File: src/rtc_pkg.sv
// Constants, types and field layouts for the calendar clock core.
// Assumes one 100 MHz clock and a 32.768 kHz crystal level on a pin.
//
// Notes on behaviour
// - Counting and time and alarm values survive while the processor is off.
// - Alarm, periodic event or wakeup input raise a wake request.
// - Alarm or periodic interrupt can be shown on the wakeup pin.
// - Year counts 00 to 99, meaning 2000 to 2099, then wraps.
// - Counts seconds to years; February gets 29 days in leap years.
// - Time, calendar and alarm fields are BCD except binary ms; hours run 00 to 23.
// - Alarm granularity: second, minute, hour, day or week.
// - Day mode fires at an exact hour, minute and second.
// - Periodic event every millisecond, second, minute, hour or day.
// - All interrupt sources merge into one interrupt output.
// - Timebase is the 32.768 kHz crystal; calibration trims per minute.
// - A written value appears only after two further crystal cycles.
// - Writes are ignored while the oscillator is disabled.
// - The power-on reset initialises every register of the core.
// - The device reset pin does not touch any flip-flop here.
// - Wakeup output is open drain: low for zero, released for one.
package rtc_pkg;

    // ********************************
    // Timebase
    // ********************************
    localparam int          XTAL_HZ      = 32768;
    localparam logic [15:0] MS_STEP      = 16'h03e8; // Accumulator step
    localparam logic [11:0] MS_MAX       = 12'h3e7;  // Last millisecond
    localparam logic [1:0]  WR_DELAY     = 2'h2;     // Crystal cycles

    // ********************************
    // Limits and reset values (BCD)
    // ********************************
    localparam logic [7:0]  SEC_MAX      = 8'h59;
    localparam logic [7:0]  HOUR_MAX     = 8'h23;
    localparam logic [7:0]  DOW_MAX      = 8'h07;
    localparam logic [7:0]  MON_MAX      = 8'h12;
    localparam logic [7:0]  YEAR_MAX     = 8'h99;
    localparam logic [7:0]  ZERO_RST     = 8'h00;
    localparam logic [7:0]  ONE_RST      = 8'h01;

    // ********************************
    // Types
    // ********************************
    typedef struct packed {
        logic [7:0]  year;
        logic [7:0]  mon;
        logic [7:0]  day;
        logic [7:0]  dow;
        logic [7:0]  hour;
        logic [7:0]  min;
        logic [7:0]  sec;
        logic [11:0] ms;
    } rtc_time_t;

    typedef struct packed {
        logic [7:0] dow;
        logic [7:0] hour;
        logic [7:0] min;
        logic [7:0] sec;
    } alarm_t;

    typedef enum logic [3:0] {
        W_SEC, W_MIN, W_HOUR, W_DOW, W_DAY, W_MON, W_YEAR,
        W_ASEC, W_AMIN, W_AHOUR, W_ADOW
    } wsel_t;

    typedef struct packed {
        wsel_t      sel;
        logic [7:0] data;
    } wr_t;

    typedef enum logic [2:0] {
        AL_SEC, AL_MIN, AL_HOUR, AL_DAY, AL_WEEK
    } alarm_mode_t;

    typedef enum logic [2:0] {
        PER_MS, PER_SEC, PER_MIN, PER_HOUR, PER_DAY
    } per_sel_t;

endpackage

File: src/rtc_core.sv
// Calendar clock core: BCD time and date, alarm, periodic events, wakeup.
// Assumes XTAL_CLK, WAKEUP_I and POWERGOOD come from outside the clock
// domain; all other inputs are driven by logic on CLK.
`timescale 1ns/10ps
module rtc_core
    import rtc_pkg::*;
(
    input  wire logic        CLK,
    input  wire logic        SRST,
    input  wire logic        XTAL_CLK,
    input  wire logic        OSC_EN,
    input  wire logic        POWERGOOD,
    input  wire logic        WR_STB,
    input  wire wr_t         WR,
    input  wire logic signed [7:0] CAL,
    input  wire alarm_mode_t ALARM_MODE,
    input  wire logic        ALARM_EN,
    input  wire logic        ALARM_CLR,
    input  wire per_sel_t    PER_SEL,
    input  wire logic        PER_EN,
    input  wire logic        PER_CLR,
    input  wire logic        WU_DIR,
    input  wire logic        WU_DOUT,
    input  wire logic        WAKEUP_I,
    output rtc_time_t        TIME,
    output alarm_t           ALARM,
    output logic             WR_BUSY,
    output logic             ALARM_FLAG,
    output logic             PER_FLAG,
    output logic             IRQ,
    output logic             WAKE_REQ,
    output logic             WAKEUP_O,
    output logic             WAKEUP_OE
);

    // ********************************
    // Helper functions
    // ********************************

    // BCD increment of one byte
    function automatic logic [7:0] bcd_inc(input logic [7:0] v);
        if (v[3:0] == 4'h9)
            bcd_inc = {v[7:4] + 4'h1, 4'h0};
        else
            bcd_inc = {v[7:4], v[3:0] + 4'h1};
    endfunction

    // Last day of a month, leap years for 2000 to 2099
    function automatic logic [7:0] last_day(input logic [7:0] mon,
                                            input logic [7:0] yr);
        logic leap;
        leap = yr[4] ? (yr[3:0] == 4'h2 || yr[3:0] == 4'h6)
                     : (yr[3:0] == 4'h0 || yr[3:0] == 4'h4 ||
                        yr[3:0] == 4'h8);
        if (mon == 8'h02)
            last_day = leap ? 8'h29 : 8'h28;
        else if (mon == 8'h04 || mon == 8'h06 || mon == 8'h09 ||
                 mon == 8'h11)
            last_day = 8'h30;
        else
            last_day = 8'h31;
    endfunction

    // ********************************
    // Declarations
    // ********************************
    logic        xs1_ff, xs2_ff, xs3_ff;
    logic        ws1_ff, ws2_ff;
    logic        ps1_ff, ps2_ff;
    logic        tick;
    logic [14:0] acc_ff;
    logic [15:0] acc_sum;
    logic        ms_tick;
    rtc_time_t   time_ff, nxt_time;
    alarm_t      alarm_ff;
    logic        pend_ff;
    wr_t         pend_wr_ff;
    logic [1:0]  pend_cnt_ff;
    logic        apply;
    logic [4:0]  carry, evt_ff;
    logic [11:0] ms_last;
    logic        alarm_hit, per_hit;
    logic        nxt_alarm, nxt_per;
    logic        alarm_flag_ff, per_flag_ff, irq_ff;
    logic        wake_ff, wu_oe_ff, wu_o_ff;

    // ********************************
    // Input synchronisers
    // ********************************

    // Two flops for every pin level, third flop only for the edge detect
    always_ff @(posedge CLK)
    begin
        if (SRST)
        begin
            xs1_ff <= 1'b0;
            xs2_ff <= 1'b0;
            xs3_ff <= 1'b0;
            ws1_ff <= 1'b0;
            ws2_ff <= 1'b0;
            ps1_ff <= 1'b0;
            ps2_ff <= 1'b0;
        end
        else
        begin
            xs1_ff <= XTAL_CLK;
            xs2_ff <= xs1_ff;
            xs3_ff <= xs2_ff;
            ws1_ff <= WAKEUP_I;
            ws2_ff <= ws1_ff;
            ps1_ff <= POWERGOOD;
            ps2_ff <= ps1_ff;
        end
    end

    // One crystal cycle, counted only while the oscillator runs
    assign tick = xs2_ff & ~xs3_ff & OSC_EN;

    // ********************************
    // Millisecond timebase
    // ********************************

    // 1000 steps per 32768 crystal cycles gives one carry per millisecond
    assign acc_sum = {1'b0, acc_ff} + MS_STEP;
    assign ms_tick = tick & acc_sum[15];

    always_ff @(posedge CLK)
    begin
        if (SRST)
            acc_ff <= 15'h0000;
        else if (tick)
            acc_ff <= acc_sum[14:0];
    end

    // ********************************
    // Delayed write path
    // ********************************

    // Write lands on the second crystal edge after it is taken
    assign apply = tick & pend_ff & (pend_cnt_ff == WR_DELAY - 2'h1);

    always_ff @(posedge CLK)
    begin
        if (SRST || !ps2_ff)
        begin
            pend_ff     <= 1'b0;
            pend_wr_ff  <= '{sel: W_SEC, data: ZERO_RST};
            pend_cnt_ff <= 2'h0;
        end
        else if (!pend_ff)
        begin
            if (WR_STB && OSC_EN)
            begin
                pend_ff     <= 1'b1;
                pend_wr_ff  <= WR;
                pend_cnt_ff <= 2'h0;
            end
        end
        else if (apply)
            pend_ff <= 1'b0;
        else if (tick)
            pend_cnt_ff <= pend_cnt_ff + 2'h1;
    end

    // ********************************
    // Calendar counting
    // ********************************

    // Calibration lengthens or shortens the first second of each minute
    assign ms_last = (time_ff.sec == ZERO_RST)
                   ? MS_MAX - {{4{CAL[7]}}, CAL} : MS_MAX;

    always_comb
    begin
        nxt_time = time_ff;
        carry    = 5'h00;
        if (ms_tick)
        begin
            carry[0] = 1'b1;
            if (time_ff.ms >= ms_last)
            begin
                nxt_time.ms = 12'h000;
                carry[1]    = 1'b1;
                if (time_ff.sec == SEC_MAX)
                begin
                    nxt_time.sec = ZERO_RST;
                    carry[2]     = 1'b1;
                end
                else
                    nxt_time.sec = bcd_inc(time_ff.sec);
            end
            else
                nxt_time.ms = time_ff.ms + 12'h001;
        end
        if (carry[2])
        begin
            if (time_ff.min == SEC_MAX)
            begin
                nxt_time.min = ZERO_RST;
                carry[3]     = 1'b1;
            end
            else
                nxt_time.min = bcd_inc(time_ff.min);
        end
        if (carry[3])
        begin
            if (time_ff.hour == HOUR_MAX)
            begin
                nxt_time.hour = ZERO_RST;
                carry[4]      = 1'b1;
            end
            else
                nxt_time.hour = bcd_inc(time_ff.hour);
        end
        if (carry[4])
        begin
            nxt_time.dow = (time_ff.dow == DOW_MAX)
                         ? ONE_RST : bcd_inc(time_ff.dow);
            if (time_ff.day == last_day(time_ff.mon, time_ff.year))
            begin
                nxt_time.day = ONE_RST;
                if (time_ff.mon == MON_MAX)
                begin
                    nxt_time.mon  = ONE_RST;
                    nxt_time.year = (time_ff.year == YEAR_MAX)
                                  ? ZERO_RST : bcd_inc(time_ff.year);
                end
                else
                    nxt_time.mon = bcd_inc(time_ff.mon);
            end
            else
                nxt_time.day = bcd_inc(time_ff.day);
        end
        // A landing write overrides the count for its own field
        if (apply)
        begin
            case (pend_wr_ff.sel)
                W_SEC:   nxt_time.sec  = pend_wr_ff.data;
                W_MIN:   nxt_time.min  = pend_wr_ff.data;
                W_HOUR:  nxt_time.hour = pend_wr_ff.data;
                W_DOW:   nxt_time.dow  = pend_wr_ff.data;
                W_DAY:   nxt_time.day  = pend_wr_ff.data;
                W_MON:   nxt_time.mon  = pend_wr_ff.data;
                W_YEAR:  nxt_time.year = pend_wr_ff.data;
                default: nxt_time = nxt_time;
            endcase
        end
    end

    // Time keeps running whatever the processor power state
    always_ff @(posedge CLK)
    begin
        if (SRST)
        begin
            time_ff <= '{year: ZERO_RST, mon: ONE_RST, day: ONE_RST,
                         dow: ONE_RST, hour: ZERO_RST, min: ZERO_RST,
                         sec: ZERO_RST, ms: 12'h000};
            evt_ff  <= 5'h00;
        end
        else
        begin
            time_ff <= nxt_time;
            evt_ff  <= carry;
        end
    end

    // Alarm setting, written through the same delayed path
    always_ff @(posedge CLK)
    begin
        if (SRST)
            alarm_ff <= '{dow: ONE_RST, hour: ZERO_RST, min: ZERO_RST,
                          sec: ZERO_RST};
        else if (apply)
        begin
            case (pend_wr_ff.sel)
                W_ASEC:  alarm_ff.sec  <= pend_wr_ff.data;
                W_AMIN:  alarm_ff.min  <= pend_wr_ff.data;
                W_AHOUR: alarm_ff.hour <= pend_wr_ff.data;
                W_ADOW:  alarm_ff.dow  <= pend_wr_ff.data;
                default: alarm_ff <= alarm_ff;
            endcase
        end
    end

    // ********************************
    // Alarm and periodic events
    // ********************************

    // Compare the freshly stored time one cycle after a second carry
    always_comb
    begin
        case (ALARM_MODE)
            AL_SEC:  alarm_hit = 1'b1;
            AL_MIN:  alarm_hit = time_ff.sec == alarm_ff.sec;
            AL_HOUR: alarm_hit = time_ff.sec == alarm_ff.sec &&
                                 time_ff.min == alarm_ff.min;
            AL_DAY:  alarm_hit = time_ff.sec == alarm_ff.sec &&
                                 time_ff.min == alarm_ff.min &&
                                 time_ff.hour == alarm_ff.hour;
            AL_WEEK: alarm_hit = time_ff.sec == alarm_ff.sec &&
                                 time_ff.min == alarm_ff.min &&
                                 time_ff.hour == alarm_ff.hour &&
                                 time_ff.dow == alarm_ff.dow;
            default: alarm_hit = 1'b0;
        endcase
        alarm_hit = alarm_hit & evt_ff[1] & ALARM_EN;
        case (PER_SEL)
            PER_MS:   per_hit = evt_ff[0];
            PER_SEC:  per_hit = evt_ff[1];
            PER_MIN:  per_hit = evt_ff[2];
            PER_HOUR: per_hit = evt_ff[3];
            PER_DAY:  per_hit = evt_ff[4];
            default:  per_hit = 1'b0;
        endcase
        per_hit = per_hit & PER_EN;
    end

    // Sticky flags: a new event wins over a clear in the same cycle
    assign nxt_alarm = alarm_hit | (alarm_flag_ff & ~ALARM_CLR);
    assign nxt_per   = per_hit | (per_flag_ff & ~PER_CLR);

    always_ff @(posedge CLK)
    begin
        if (SRST)
        begin
            alarm_flag_ff <= 1'b0;
            per_flag_ff   <= 1'b0;
            irq_ff        <= 1'b0;
        end
        else
        begin
            alarm_flag_ff <= nxt_alarm;
            per_flag_ff   <= nxt_per;
            irq_ff        <= nxt_alarm | nxt_per;
        end
    end

    // ********************************
    // Wakeup request and pin
    // ********************************

    // Wake on any event, or on the pin while it is an input
    always_ff @(posedge CLK)
    begin
        if (SRST)
        begin
            wake_ff  <= 1'b0;
            wu_oe_ff <= 1'b0;
            wu_o_ff  <= 1'b0;
        end
        else
        begin
            wake_ff  <= nxt_alarm | nxt_per | (~WU_DIR & ws2_ff);
            wu_oe_ff <= WU_DIR & (~WU_DOUT | nxt_alarm | nxt_per);
            wu_o_ff  <= 1'b0;
        end
    end

    // ********************************
    // Outputs
    // ********************************
    assign TIME       = time_ff;
    assign ALARM      = alarm_ff;
    assign WR_BUSY    = pend_ff;
    assign ALARM_FLAG = alarm_flag_ff;
    assign PER_FLAG   = per_flag_ff;
    assign IRQ        = irq_ff;
    assign WAKE_REQ   = wake_ff;
    assign WAKEUP_O   = wu_o_ff;
    assign WAKEUP_OE  = wu_oe_ff;

endmodule

File: config.mk
export PLATFORM = sky130hd
export DESIGN_NAME = rtc_core
export DESIGN_NICKNAME = d
export VERILOG_FILES = /design/src/rtc_pkg.sv /design/src/rtc_core.sv
export SDC_FILE = /design/constraint.sdc
export NUM_CORES = 1
export LEC_CHECK = 0
export BUFFER_PORTS_ARGS = -buffer_cell sky130_fd_sc_hd__buf_2
export CAP_MARGIN = 20
export CORE_MARGIN = 1.5
export CORE_UTILIZATION = 45
export CTS_BUF_LIST = sky130_fd_sc_hd__clkbuf_8
export DETAILED_ROUTE_END_ITERATION = 10
export PLACE_DENSITY = 0.74
export SYNTH_ARGS = -nofsm -noshare
export SYNTH_HDL_FRONTEND = slang
export SYNTH_SLANG_ARGS = --single-unit
File: constraint.sdc
create_clock -name CLK -period 4.07 [get_ports CLK]
set_clock_uncertainty 0.05 [all_clocks]
set_input_delay 0.6105 -clock CLK [delete_from_list [all_inputs] [get_ports CLK]]
set_output_delay 0.6105 -clock CLK [all_outputs]
set_load 0.03 [all_outputs]
After elaboration in Yosys (flattened, before gate mapping) --
Cells that the tools add are included.
Operators by class: add/sub/neg operators 18, magnitude comparators 1, eq/ne operators 48, multiplexer cells 52, bitwise logic cells 25, reduce and logical (&&, ||, !) cells 25
Operators by type and width (count):
- $mux 8 | 26
- $mux 68 | 1
- $add 4x1->4 const B | 14
- $eq 4x4->1 const B | 11
- $eq 8x8->1 | 5
- $mux 32 | 1
- $eq 4x3->1 const B | 6
- $eq 8x3->1 const B | 3
- $mux 12 | 2
- $mux 20 | 1
- $add 15x10->16 const B | 1
- $eq 8x5->1 const B | 2
- $eq 8x7->1 const B | 2
- $mux 16 | 1
- $add 12x1->12 const B | 1
- $and 1x1->1 | 12
- $eq 3x2->1 const B | 4
- $eq 4x2->1 const B | 3
- $ge 12x12->1 | 1
- $sub 11x8->12 const A | 1
- $mux 1 | 11
- $mux 2 | 5
- $pmux 1 s5 | 2
- $reduce_and 2->1 | 5
- 23 further kinds | 48
Word-level totals: flip-flop bits (word level) 147, input bits 39, output and inout bits 107, word-level logic and storage cells 200

Logic depth before layout (Yosys ltp) --
Gate-level depths: netlist of run 1.
depth after elaboration 13, mapped depth 16

Worst setup path after synthesis of run 1 --
OpenSTA, ideal clock, no wires.
path type register to register, start point register time_ff, in the netlist TIME[12], end point register time_ff, in the netlist TIME[36], arrival time 3.414 ns, path slack 0.487 ns, cell stages (with the launch flop) 15, period minus slack after synthesis 3.583 ns, cell sequence dfxtp_1 > inv_1 > ha_1 > and4_1 > clkbuf_1 > and2_1 > ha_1 > o21ai_0 > nor2_1 > o31ai_1 > a211oi_4 > clkbuf_1 > o21ai_0 > a21oi_1 > a211o_1
On the way: cells in the longest elaborated chain, start to end 10, elaborated cells between the ends (all ways) 12, those cells by class order compare: 1; eq/ne: 1; mux: 9; reduce/logical: 1
Ends and longest elaborated chain:
- start: declaration | RTL line rtc_core.sv:74 | rtc_time_t time_ff, nxt_time;
- start signal: assignment | RTL line rtc_core.sv:255 | time_ff <= '{year: ZERO_RST, mon: ONE_RST, day: ONE_RST,
- start signal: assignment | RTL line rtc_core.sv:262 | time_ff <= nxt_time;
- $logic_not 8->1 | RTL line rtc_core.sv:170 | assign ms_last = (time_ff.sec == ZERO_RST)
- $mux 12 | RTL line rtc_core.sv:171 | ? MS_MAX - {{4{CAL[7]}}, CAL} : MS_MAX;
- $ge 12x12->1 | RTL line rtc_core.sv:180 | if (time_ff.ms >= ms_last)
- $mux 2 * | RTL line rtc_core.sv:180
- $mux 3 * | RTL line rtc_core.sv:177 | if (ms_tick)
- $mux 1 * | RTL line rtc_core.sv:195 | if (carry[2])
- $mux 1 * | RTL line rtc_core.sv:205 | if (carry[3])
- $mux 32 * | RTL line rtc_core.sv:215 | if (carry[4])
- $mux 8 | RTL line rtc_core.sv:237 | case (pend_wr_ff.sel)
- $mux 68 * | RTL line rtc_core.sv:235 | if (apply)
Mark *: on every way between the ends. The rest lies on a longest branch, timed or not. A chain may end at the register's enable or synchronous reset.

Final worst setup path of run 1 --
start point register time_ff, in the netlist TIME[16], end point register time_ff, in the netlist TIME[34]
On the way: cells in the longest elaborated chain, start to end 9, elaborated cells between the ends (all ways) 11, those cells by class order compare: 1; eq/ne: 1; mux: 8; reduce/logical: 1
Ends and longest elaborated chain (RTL line):
- $logic_not 8->1 | rtc_core.sv:170
- $mux 12 | rtc_core.sv:171
- $ge 12x12->1 | rtc_core.sv:180
- $mux 2 * | rtc_core.sv:180
- $mux 3 * | rtc_core.sv:177
- $mux 1 * | rtc_core.sv:195
- $mux 8 * | rtc_core.sv:205
- $mux 8 | rtc_core.sv:237
- $mux 68 * | rtc_core.sv:235
Marks and branches as above.

==> impl_metrics.csv, run 1 <==
group,metric,value,unit
setup_path,cp.arrival,4090,ps
setup_path,required,4380,ps
cts,clk_pin_slew,80,ps
routing,wire_per_inst,16.4,um
final_layout,diodes,0,
timing,setup_viol,0,
final_layout,seq_area,0.00288,mm2
timing,period_needed,3780,ps
floorplan,initial_core_util,45.7,%
timing,slew_violations,0,
routing,drc,0,
floorplan,core-area,0.0172,mm2
cts,clock_sinks,144,
setup_path,crit_chain,"inv_1 -> ha_1 -> and4_1 -> nand3_1 -> inv_1 -> ha_1 -> nand4b_1 -> nor4_1 -> o31ai_1 -> a211o_1 -> or3_1 -> xor2_1 -> o32ai_1",
logic_synthesis,synth_top_family_by_area,"simple AND/OR/NAND/NOR gates",
final_layout,instances_no_fill,1308,
placed_design,dp.cells,1278,
logic_synthesis,ys_seq_area_share,36.8,%
cts,cts.htree.levels,4,
placed_design,gp_congestion,0.848,
min_path,worstHoldPathType,"primary input to flip-flop",
logic_synthesis,ys_warn_count,0,
logic_synthesis,synth_xor_area_share,6.92,%
logic_synthesis,synth.distinct_cells,65,
cts,hold_buffers,0,
global_route,grt_pass1_wl,34.2,mm
floorplan,die_area,0.0182,mm2
cts,worstSkewPairLatency,450,ps
setup_path,crit_path_top_delay_cell,"a211o_1",
global_route,grt_pass1_vias,6500,
logic_synthesis,synthCells,945,
logic_synthesis,synth.cells.most_frequent,"dfxtp_1 (144), nor2_1 (144), nand2_1 (91), clkbuf_1 (43), ha_1 (41)",
logic_synthesis,post-synth-top-area-cell,"dfxtp_1",
cts,postCtsSetupRepairBufs,0,
cts,cts_tree,"done",
setup_path,worstSetupStartpointType,"flip-flop",
power_and_ir_drop,leakage,3.98,nW
power_and_ir_drop,powerDensity,302,mW/mm2
logic_synthesis,synth_area,0.00784,mm2
timing,slew_headroom,40.1,%
global_route,grt_overflow,0,
floorplan,dieWidth,135,um
final_layout,fin_nets,1152,
timing,fmax,264,MHz
global_route,antenna_found_initial,0,
setup_path,path_class,"flip-flop to flip-flop",
power_and_ir_drop,vdd_drop_max,0.000196,V
timing,finalSetupTns,0,ps
job,maxCapViolations,0,
setup_path,cp_max_fo,17,
logic_synthesis,synth_ff_type,"dfxtp_1",
logic_synthesis,synth_top_area_share,36.8,%
cts,cts.repair.resized,0,
routing,via_count,7341,
placed_design,io_buffers,144,
logic_synthesis,avgSynthCellArea,8.30,um2
logic_synthesis,synthTopCellsByArea,"dfxtp_1 (37%), nor2_1 (6.9%), ha_1 (6.5%)",
final_layout,n_fill_cell,1672,
status,status,"finished clean",
logic_synthesis,muxShareOfSynthArea,5.84,%
routing,drt_first_pass_iters,5,
logic_synthesis,synth_compound_area_share,14.1,%
logic_synthesis,synth_nets,1025,
global_route,grtUsageTotal,23.8,%
logic_synthesis,synth_edf_count,0,
floorplan,placementRows,48,
routing,ant_nets,0,
logic_synthesis,synthAdderAreaFrac,6.54,%
floorplan,io_pins,146,
timing,worst_slew_pin_slew,898,ps
placed_design,dp_hpwl,15.3,mm
logic_synthesis,ys_ff_latch,144,
routing,drt_iter0_drc,517,
cts,cts_buffers,17,
routing,routed_wl,21.5,mm
logic_synthesis,synthSimpleGateAreaFrac,25.8,%
cts,root_buffer,"clkbuf_8",
final_layout,multi_input_area,0.00465,mm2
timing,finalCritPeriodShare,93.0,%
final_layout,drive_gt1_share,18.6,%
timing,rsz0062_at_grt,"no",
routing,via_per_inst,5.61,
setup_path,max_stage_delay,540,ps
timing,hold_viol,0,
final_layout,area_growth,17.2,%
global_route,grt_max_degree,84,
setup_path,endpoint_kind,"flip-flop",
logic_synthesis,async_reset_ff_share,0,%
floorplan,die_h,135,um
cts,clock_path_buffers,2,
[stage by stage]
stage / hold slack (ps) / power, mW / instance area, um2 / setup slack, ps / util (%)
6_report: 311 / 2.78 / 9190 / 286 / 53.5
5_1_grt: 299 / 2.87 / 9190 / 8.82 / 53.5
4_1_cts: 279 / 2.80 / 9190 / 331 / 53.5
3_5_place_dp: 364 / 1.56 / 8750 / 306 / 51.0
3_3_place_gp: 359 / 1.56 / 8750 / 381 / 51.0
2_1_floorplan: 353 / 1.52 / 7840 / 487 / -
[registers in the layout, summed over array words and instances (netlist names)]
name / count
WR_BUSY: 1
ALARM_FLAG: 1
ps1_ff: 1
xs3_ff: 1
IRQ: 1
WAKE_REQ: 1
PER_FLAG: 1
evt_ff: 5
ws1_ff: 1
ps2_ff: 1
ALARM: 32
pend_wr_ff: 12
TIME: 68
acc_ff: 12
ws2_ff: 1
xs1_ff: 1
xs2_ff: 1
pend_cnt_ff: 2
WAKEUP_OE: 1
[layout by cell type, fill, tap and decap left out, types with 23 or more instances in the layout]
| cell | Yosys | layout |
|---|---|---|
| a211oi_1 | 26 | 26 |
| a21oi_1 | 36 | 36 |
| buf_2 | 5 | 143 |
| dfxtp_1 | 144 | 144 |
| ha_1 | 41 | 41 |
| inv_1 | 28 | 29 |
| mux2i_1 | 39 | 39 |
| nand2_1 | 91 | 91 |
| nand3_1 | 23 | 23 |
| nand4_1 | 25 | 25 |
| nor2_1 | 144 | 144 |
| o21ai_0 | 37 | 37 |
| xnor2_1 | 32 | 32 |
| xor2_1 | 30 | 30 |
[report_power, final]
group	switching (mW)	internal, mW	total, mW	leakage [nW]
logic	0.0645	0.0368	0.101	2.60
clock network	0.544	0.709	1.25	0.218
registers	0.00799	1.42	1.42	1.16
total	0.616	2.16	2.78	3.98
[per-layer routing]
layer,vias up,routed length (um),GRT usage (%)
li1,3588,-,-
met1,3486,9920,32.9
met2,235,9610,36.4
met3,32,1460,4.92
met4,0,480,8.96
met5,-,0,0
[layout make-up]
class	count	area share (%)
clock buffers	20	3.00
clock inverters	10	1.76
inverters	28	1.14
multi-input cells	722	50.6
flip-flops and latches	144	31.4
well taps	225	3.06
repair buffers	159	9.09
[kinds of logic (layout without fill, tap and decap cells)]
| family | count (synthesis) | in the layout |
|---|---|---|
| AOI/OAI and AO/OA | 163 | 163 |
| muxes | 43 | 43 |
| DFF | 144 | 144 |
| other | 1 | 1 |
| and+or+nand+nor | 412 | 412 |
| buffers and inverters | 79 | 217 |
| xor gates and xnor gates | 62 | 62 |
| adders and majority gates | 41 | 41 |
[critical path: cells and delay by family, from the launching register on]
kind / cells / cell delay (ps)
xor+xnor: 1 / 150
flops: 1 / 470
buf+inv: 2 / 150
fa+ha+maj: 2 / 490
compound gates: 3 / 1080
simple gates: 5 / 1300
[path summary, 6_finish.rpt]
| kind | slack [ps] | startpoint | end | depth (start not counted) |
|---|---|---|---|---|
| max reg2reg | 290 | TIME[16] | TIME[34] | 13 |
| max | 290 | TIME[16] | TIME[34] | 13 |
| min | 310 | WU_DOUT | WAKEUP_OE | 2 |
| min reg2reg | 380 | ws2_ff | WAKE_REQ | 1 |
Note: power is estimated with default switching activity, not from simulation.
==> run 2, diff against run 1 <==
CAP_MARGIN = 25   (was 20)
clock period = 3.95 ns   (was 4.07 ns; I/O delays follow)
==> run 2 against run 1 <==
Against the previous run: register-to-register slack improved by 20 ps; power rose by 3.9%; count of clock-buffer cells in the layout fell by 1; hold slack got worse by 29 ps; critical path depth did not move; combinational power rose by 4%; via count fell by 0.38%; sequential cell count did not move; wire length rose by 1.3%; first-iteration DRC count rose by 15%; sequential power rose by 4%; largest power group unchanged.
==> impl_metrics.csv, run 2 (synthesis gave the netlist of run 1 again) <==
group,metric,value,unit
floorplan,placementRows,48,
timing,period_needed,3640,ps
setup_path,reg2reg_to,"TIME[64]",
setup_path,crit_path_top_delay_cell,"a211oi_4",
final_layout,diodes,0,
setup_path,reg2reg_slack,310,ps
floorplan,dieWidth,135,um
timing,hold_viol,0,
timing,slew_violations,0,
floorplan,initial_core_util,45.7,%
routing,ant_nets,0,
setup_path,cp.arrival,3950,ps
routing,drt_first_pass_iters,5,
timing,setup_viol,0,
global_route,use_met2,38.2,%
setup_path,cp_max_fo,7,
placed_design,dp_hpwl,15.5,mm
global_route,top_usage_layer,"met2",
cts,root_buffer,"clkbuf_8",
routing,drc,0,
cts,cts.htree.levels,4,
timing,finalCritPeriodShare,92.2,%
floorplan,core-area,0.0172,mm2
cts,cts_buffers,17,
global_route,grtUsageMet3,4.69,%
min_path,min_to,"WAKEUP_OE",
global_route,grtUsageTotal,24.0,%
cts,clk_pin_slew,80,ps
timing,fmax,275,MHz
global_route,grt_overflow,0,
setup_path,path_class,"flip-flop to flip-flop",
final_layout,n_fill_cell,1610,
power_and_ir_drop,vdd_drop_max,0.000200,V
setup_path,required,4260,ps
setup_path,r2r_cells,13,
status,status,"finished clean",
setup_path,r2r_start,"TIME[17]",
routing,via_per_inst,5.57,
min_path,hold_start,"WU_DOUT",
routing,drt_iter0_drc,593,
routing,routed_wl,21.7,mm
global_route,grt_pass1_vias,6553,
global_route,met1_usage,33.3,%
placed_design,io_buffers,144,
final_layout,area_growth,17.7,%
power_and_ir_drop,leakage,4.00,nW
setup_path,endpoint_kind,"flip-flop",
timing,worst_slew_pin_slew,843,ps
timing,holdWs,282,ps
routing,via_count,7313,
power_and_ir_drop,powerDensity,312,mW/mm2
timing,finalSetupTns,0,ps
final_layout,fin_nets,1156,
global_route,grt_max_degree,62,
floorplan,die_h,135,um
job,maxCapViolations,0,
setup_path,worstSetupStartpointType,"flip-flop",
cts,worstSkewPairLatency,460,ps
setup_path,max_stage_delay,490,ps
placed_design,gp_congestion,0.920,
min_path,whs_path_depth,2,
setup_path,critical_path.most_common_cell,"ha_1",
setup_path,crit_chain,"inv_1 -> ha_1 -> and4_1 -> nand3_1 -> ha_1 -> nand4b_1 -> nor4_1 -> o31ai_1 -> buf_2 -> a211oi_4 -> nand3_2 -> or3_1 -> a311oi_1",
floorplan,io_pins,146,
timing,rsz0062_at_grt,"no",
final_layout,layout_common_cells,"dfxtp_1 (144), nor2_1 (144), buf_2 (144), nand2_1 (91), ha_1 (41)",
global_route,grt_pass1_wl,34.4,mm
global_route,antenna_found_initial,0,
final_layout,largest_reg_flops,68,
cts,cts_tree,"done",
cts,clock_path_buffers,2,
routing,wire_per_inst,16.5,um
final_layout,drive_gt1_share,19.1,%
cts,clock_sinks,144,
timing,slew_headroom,43.7,%
floorplan,die_area,0.0182,mm2
min_path,worstHoldPathType,"primary input to flip-flop",
## run 2: changes by cell type in the layout (fill, tap and decap cells not counted), sizes merged
cell	previous run	this run
clkinvlp	2	3
inv	29	30
clkinv	3	4
clkbuf	20	19
buf	159	163
## run 2: cell type report
type | count | area (um2) | area share (%)
inverter | 28 | 105 | 1.14
timing repair buffer | 163 | 863 | 9.35
clock inverter | 13 | 186 | 2.02
clock buffer | 19 | 262 | 2.83
sequential | 144 | 2880 | 31.2
tap | 225 | 282 | 3.05
multi-input combinational | 722 | 4650 | 50.4
## run 2: worst max-delay path: cells and delay by family (launching register included)
family	cells	cell delay, ps
adders and majority gates	2	480
and+or+nand+nor	6	1460
AOI/OAI and AO/OA	3	880
DFF	1	370
buffers and inverters	2	300
## run 2: repair_timing
item,in CTS,in global routing
buffers inserted,0,0
resized for setup,0,1
hold buffers,0,0
endpoints found under the setup margin,0,1
## run 2: worst max-delay path by stage
stage,start,cells past startpoint,end
after detailed placement,CAL[3],14,TIME[34]
after global placement,CAL[3],14,TIME[34]
after floorplan,TIME[12],14,TIME[36]
after CTS,TIME[17],12,TIME[1]
final,TIME[17],13,TIME[64]
after global routing,TIME[17],13,TIME[64]
## run 2: per-stage QoR
step                util (%)  power (mW)  instance area, um2  worst slack (ps)  cells
finish                  53.7        2.88                9230               307   1314
global route            53.7        2.97                9230              45.0   1314
CTS                     53.7        2.89                9220               158   1313
detailed placement      51.1        1.60                8780               156   1281
global placement        51.1        1.60                8780               277   1281
floorplan                  -        1.56                7840               367    945
## run 2: power by group
part | total, mW | leakage [nW] | switching, mW | internal (mW)
clock network | 1.31 | 0.220 | 0.591 | 0.723
registers | 1.47 | 1.16 | 0.00831 | 1.46
logic | 0.105 | 2.62 | 0.0670 | 0.0379
total | 2.88 | 4.00 | 0.666 | 2.22
## run 2: layer usage
metal  up-vias  part of all wire (%)
met4         0                   1.5
met5         -                     0
li1       3599                     -
met1      3457                    46
met3        21                   6.6
met2       236                    46
==> run 3, diff against run 2 <==
CAP_MARGIN = 20   (was 25)
CORE_UTILIZATION = 58   (was 45)
PLACE_DENSITY = 0.9   (was 0.74)
==> run 3 against run 2 <==
Against the previous run: sequential power barely moved; sequential cell count did not move; largest cell class unchanged; register-to-register slack got worse by 20 ps; wire length fell by 1.5%; critical endpoint is now TIME[34].
==> impl_metrics.csv, run 3 (synthesis gave the netlist of run 1 again) <==
group,metric,value,unit
floorplan,dieWidth,119,um
global_route,grt_max_degree,71,
timing,hold_viol,0,
final_layout,fin_nets,1150,
global_route,grt_pass1_vias,7022,
cts,hold_buffers,0,
global_route,grt_overflow,0,
cts,cts.htree.levels,4,
timing,finalSetupTns,0,ps
power_and_ir_drop,power_frac_clock,45.2,%
cts,clock_sinks,144,
setup_path,r2r_cells,13,
timing,slew_violations,0,
power_and_ir_drop,internal_power,2.23,mW
setup_path,critical_path.most_common_cell,"ha_1",
setup_path,path_depth,13,
timing,worst_slew_pin_slew,987,ps
setup_path,crit_buf_inv,1,
cts,clock_path_buffers,2,
power_and_ir_drop,vdd_drop_max,0.000237,V
cts,clk_pin_slew,80,ps
placed_design,dp.cells,1227,
cts,postCtsSetupRepairBufs,0,
setup_path,cp.arrival,3980,ps
floorplan,placementRows,42,
cts,cts_tree,"done",
power_and_ir_drop,seqPwrFrac,51.1,%
setup_path,worstSetupStartpointType,"flip-flop",
routing,via_per_inst,6.00,
final_layout,instances_no_fill,1258,
floorplan,core-area,0.0132,mm2
final_layout,area_growth,16.4,%
setup_path,crit_chain,"inv_1 -> ha_1 -> and4_1 -> nand2_1 -> nor2_1 -> ha_1 -> nand4b_1 -> nor4_2 -> o31ai_2 -> a211o_2 -> or3_1 -> xor2_1 -> o32ai_1",
routing,via_count,7554,
global_route,grt_pass1_wl,34.4,mm
timing,setup_viol,0,
cts,root_buffer,"clkbuf_8",
setup_path,critPathTopFamily,"simple AND/OR/NAND/NOR gates",
status,status,"finished clean",
timing,rsz0062_at_grt,"no",
routing,wire_per_inst,17.0,um
timing,period_needed,3660,ps
routing,routed_wl,21.4,mm
job,maxCapViolations,0,
power_and_ir_drop,p_sw,0.644,mW
floorplan,io_pins,146,
cts,cts_buffers,17,
setup_path,endpoint_kind,"flip-flop",
floorplan,initial_core_util,59.2,%
cts,worstSkewPairLatency,470,ps
routing,ant_nets,0,
timing,slew_headroom,34.0,%
timing,finalCritPeriodShare,92.7,%
setup_path,cp_max_fo,17,
final_layout,layout_common_cells,"dfxtp_1 (144), nor2_1 (144), buf_2 (143), nand2_1 (91), ha_1 (41)",
min_path,worstHoldPathType,"primary input to flip-flop",
global_route,grtUsageTotal,30.5,%
final_layout,diodes,0,
power_and_ir_drop,powerDensity,314,mW/mm2
setup_path,path_class,"flip-flop to flip-flop",
final_layout,drive_gt1_share,18.9,%
power_and_ir_drop,leakage,3.97,nW
setup_path,max_stage_delay,490,ps
routing,drt_iter0_drc,719,
setup_path,crit_path_top_delay_cell,"a211o_2",
power_and_ir_drop,netSwitchingFraction,22.4,%
min_path,whs_path_depth,2,
placed_design,dp_hpwl,14.9,mm
routing,drc,0,
floorplan,die_area,0.0142,mm2
placed_design,io_buffers,144,
floorplan,die_h,119,um
final_layout,largest_reg_flops,68,
setup_path,required,4270,ps
global_route,antenna_found_initial,0,
placed_design,gp_congestion,0.896,
routing,drt_first_pass_iters,5,
power_and_ir_drop,combPwrFrac,3.7,%
timing,fmax,273,MHz
## run 3: path summary, 6_finish.rpt
| kind | start | endpoint | slack [ps] |
|---|---|---|---|
| worst min-delay path | WU_DOUT | WAKEUP_OE | 270 |
| worst max register to register | TIME[16] | TIME[34] | 290 |
| worst max-delay path | TIME[16] | TIME[34] | 290 |
| worst min register to register | ws2_ff | WAKE_REQ | 370 |
## run 3: final cells by class
class	instances	area (um2)
Multi-Input combinational cell	722	4660
Timing Repair Buffer	157	821
Tap cell	176	220
Clock inverter	11	163
Inverter	28	105
Fill cell	1056	4110
Sequential cell	144	2880
Clock buffer	20	275
## run 3: what timing repair did
| item | in CTS | in global routing |
|---|---|---|
| gates resized for setup | 0 | 4 |
| setup endpoints to repair | 0 | 30 |
| hold endpoints to repair | 0 | 0 |
## run 3: routing by layer
layer,wire length [um],vias up,GRT usage [%]
met5,0,-,0
met2,9720,352,47.0
li1,-,3588,-
met4,716,0,14.3
met1,9090,3553,40.1
met3,1890,61,7.66
## run 3: power by group through the flow
stage	Sequential (mW)	Clock, mW	Combinational, mW
2_1_floorplan	1.50	0	0.0650
3_3_place_gp	1.50	0	0.101
3_5_place_dp	1.50	0	0.103
4_1_cts	1.47	1.30	0.104
5_1_grt	1.47	1.37	0.118
6_report	1.47	1.30	0.106
## run 3: stage by stage
stage	cell area [um2]	worst slack [ps]	util (%)	hold WS, ps	total power [mW]
final	9130	288	68.9	269	2.87
after global routing	9130	14.3	68.9	264	2.95
after CTS	9110	168	68.8	258	2.88
after detailed placement	8680	182	65.5	370	1.60
after global placement	8680	334	65.5	364	1.60
after floorplan	7840	367	-	353	1.56
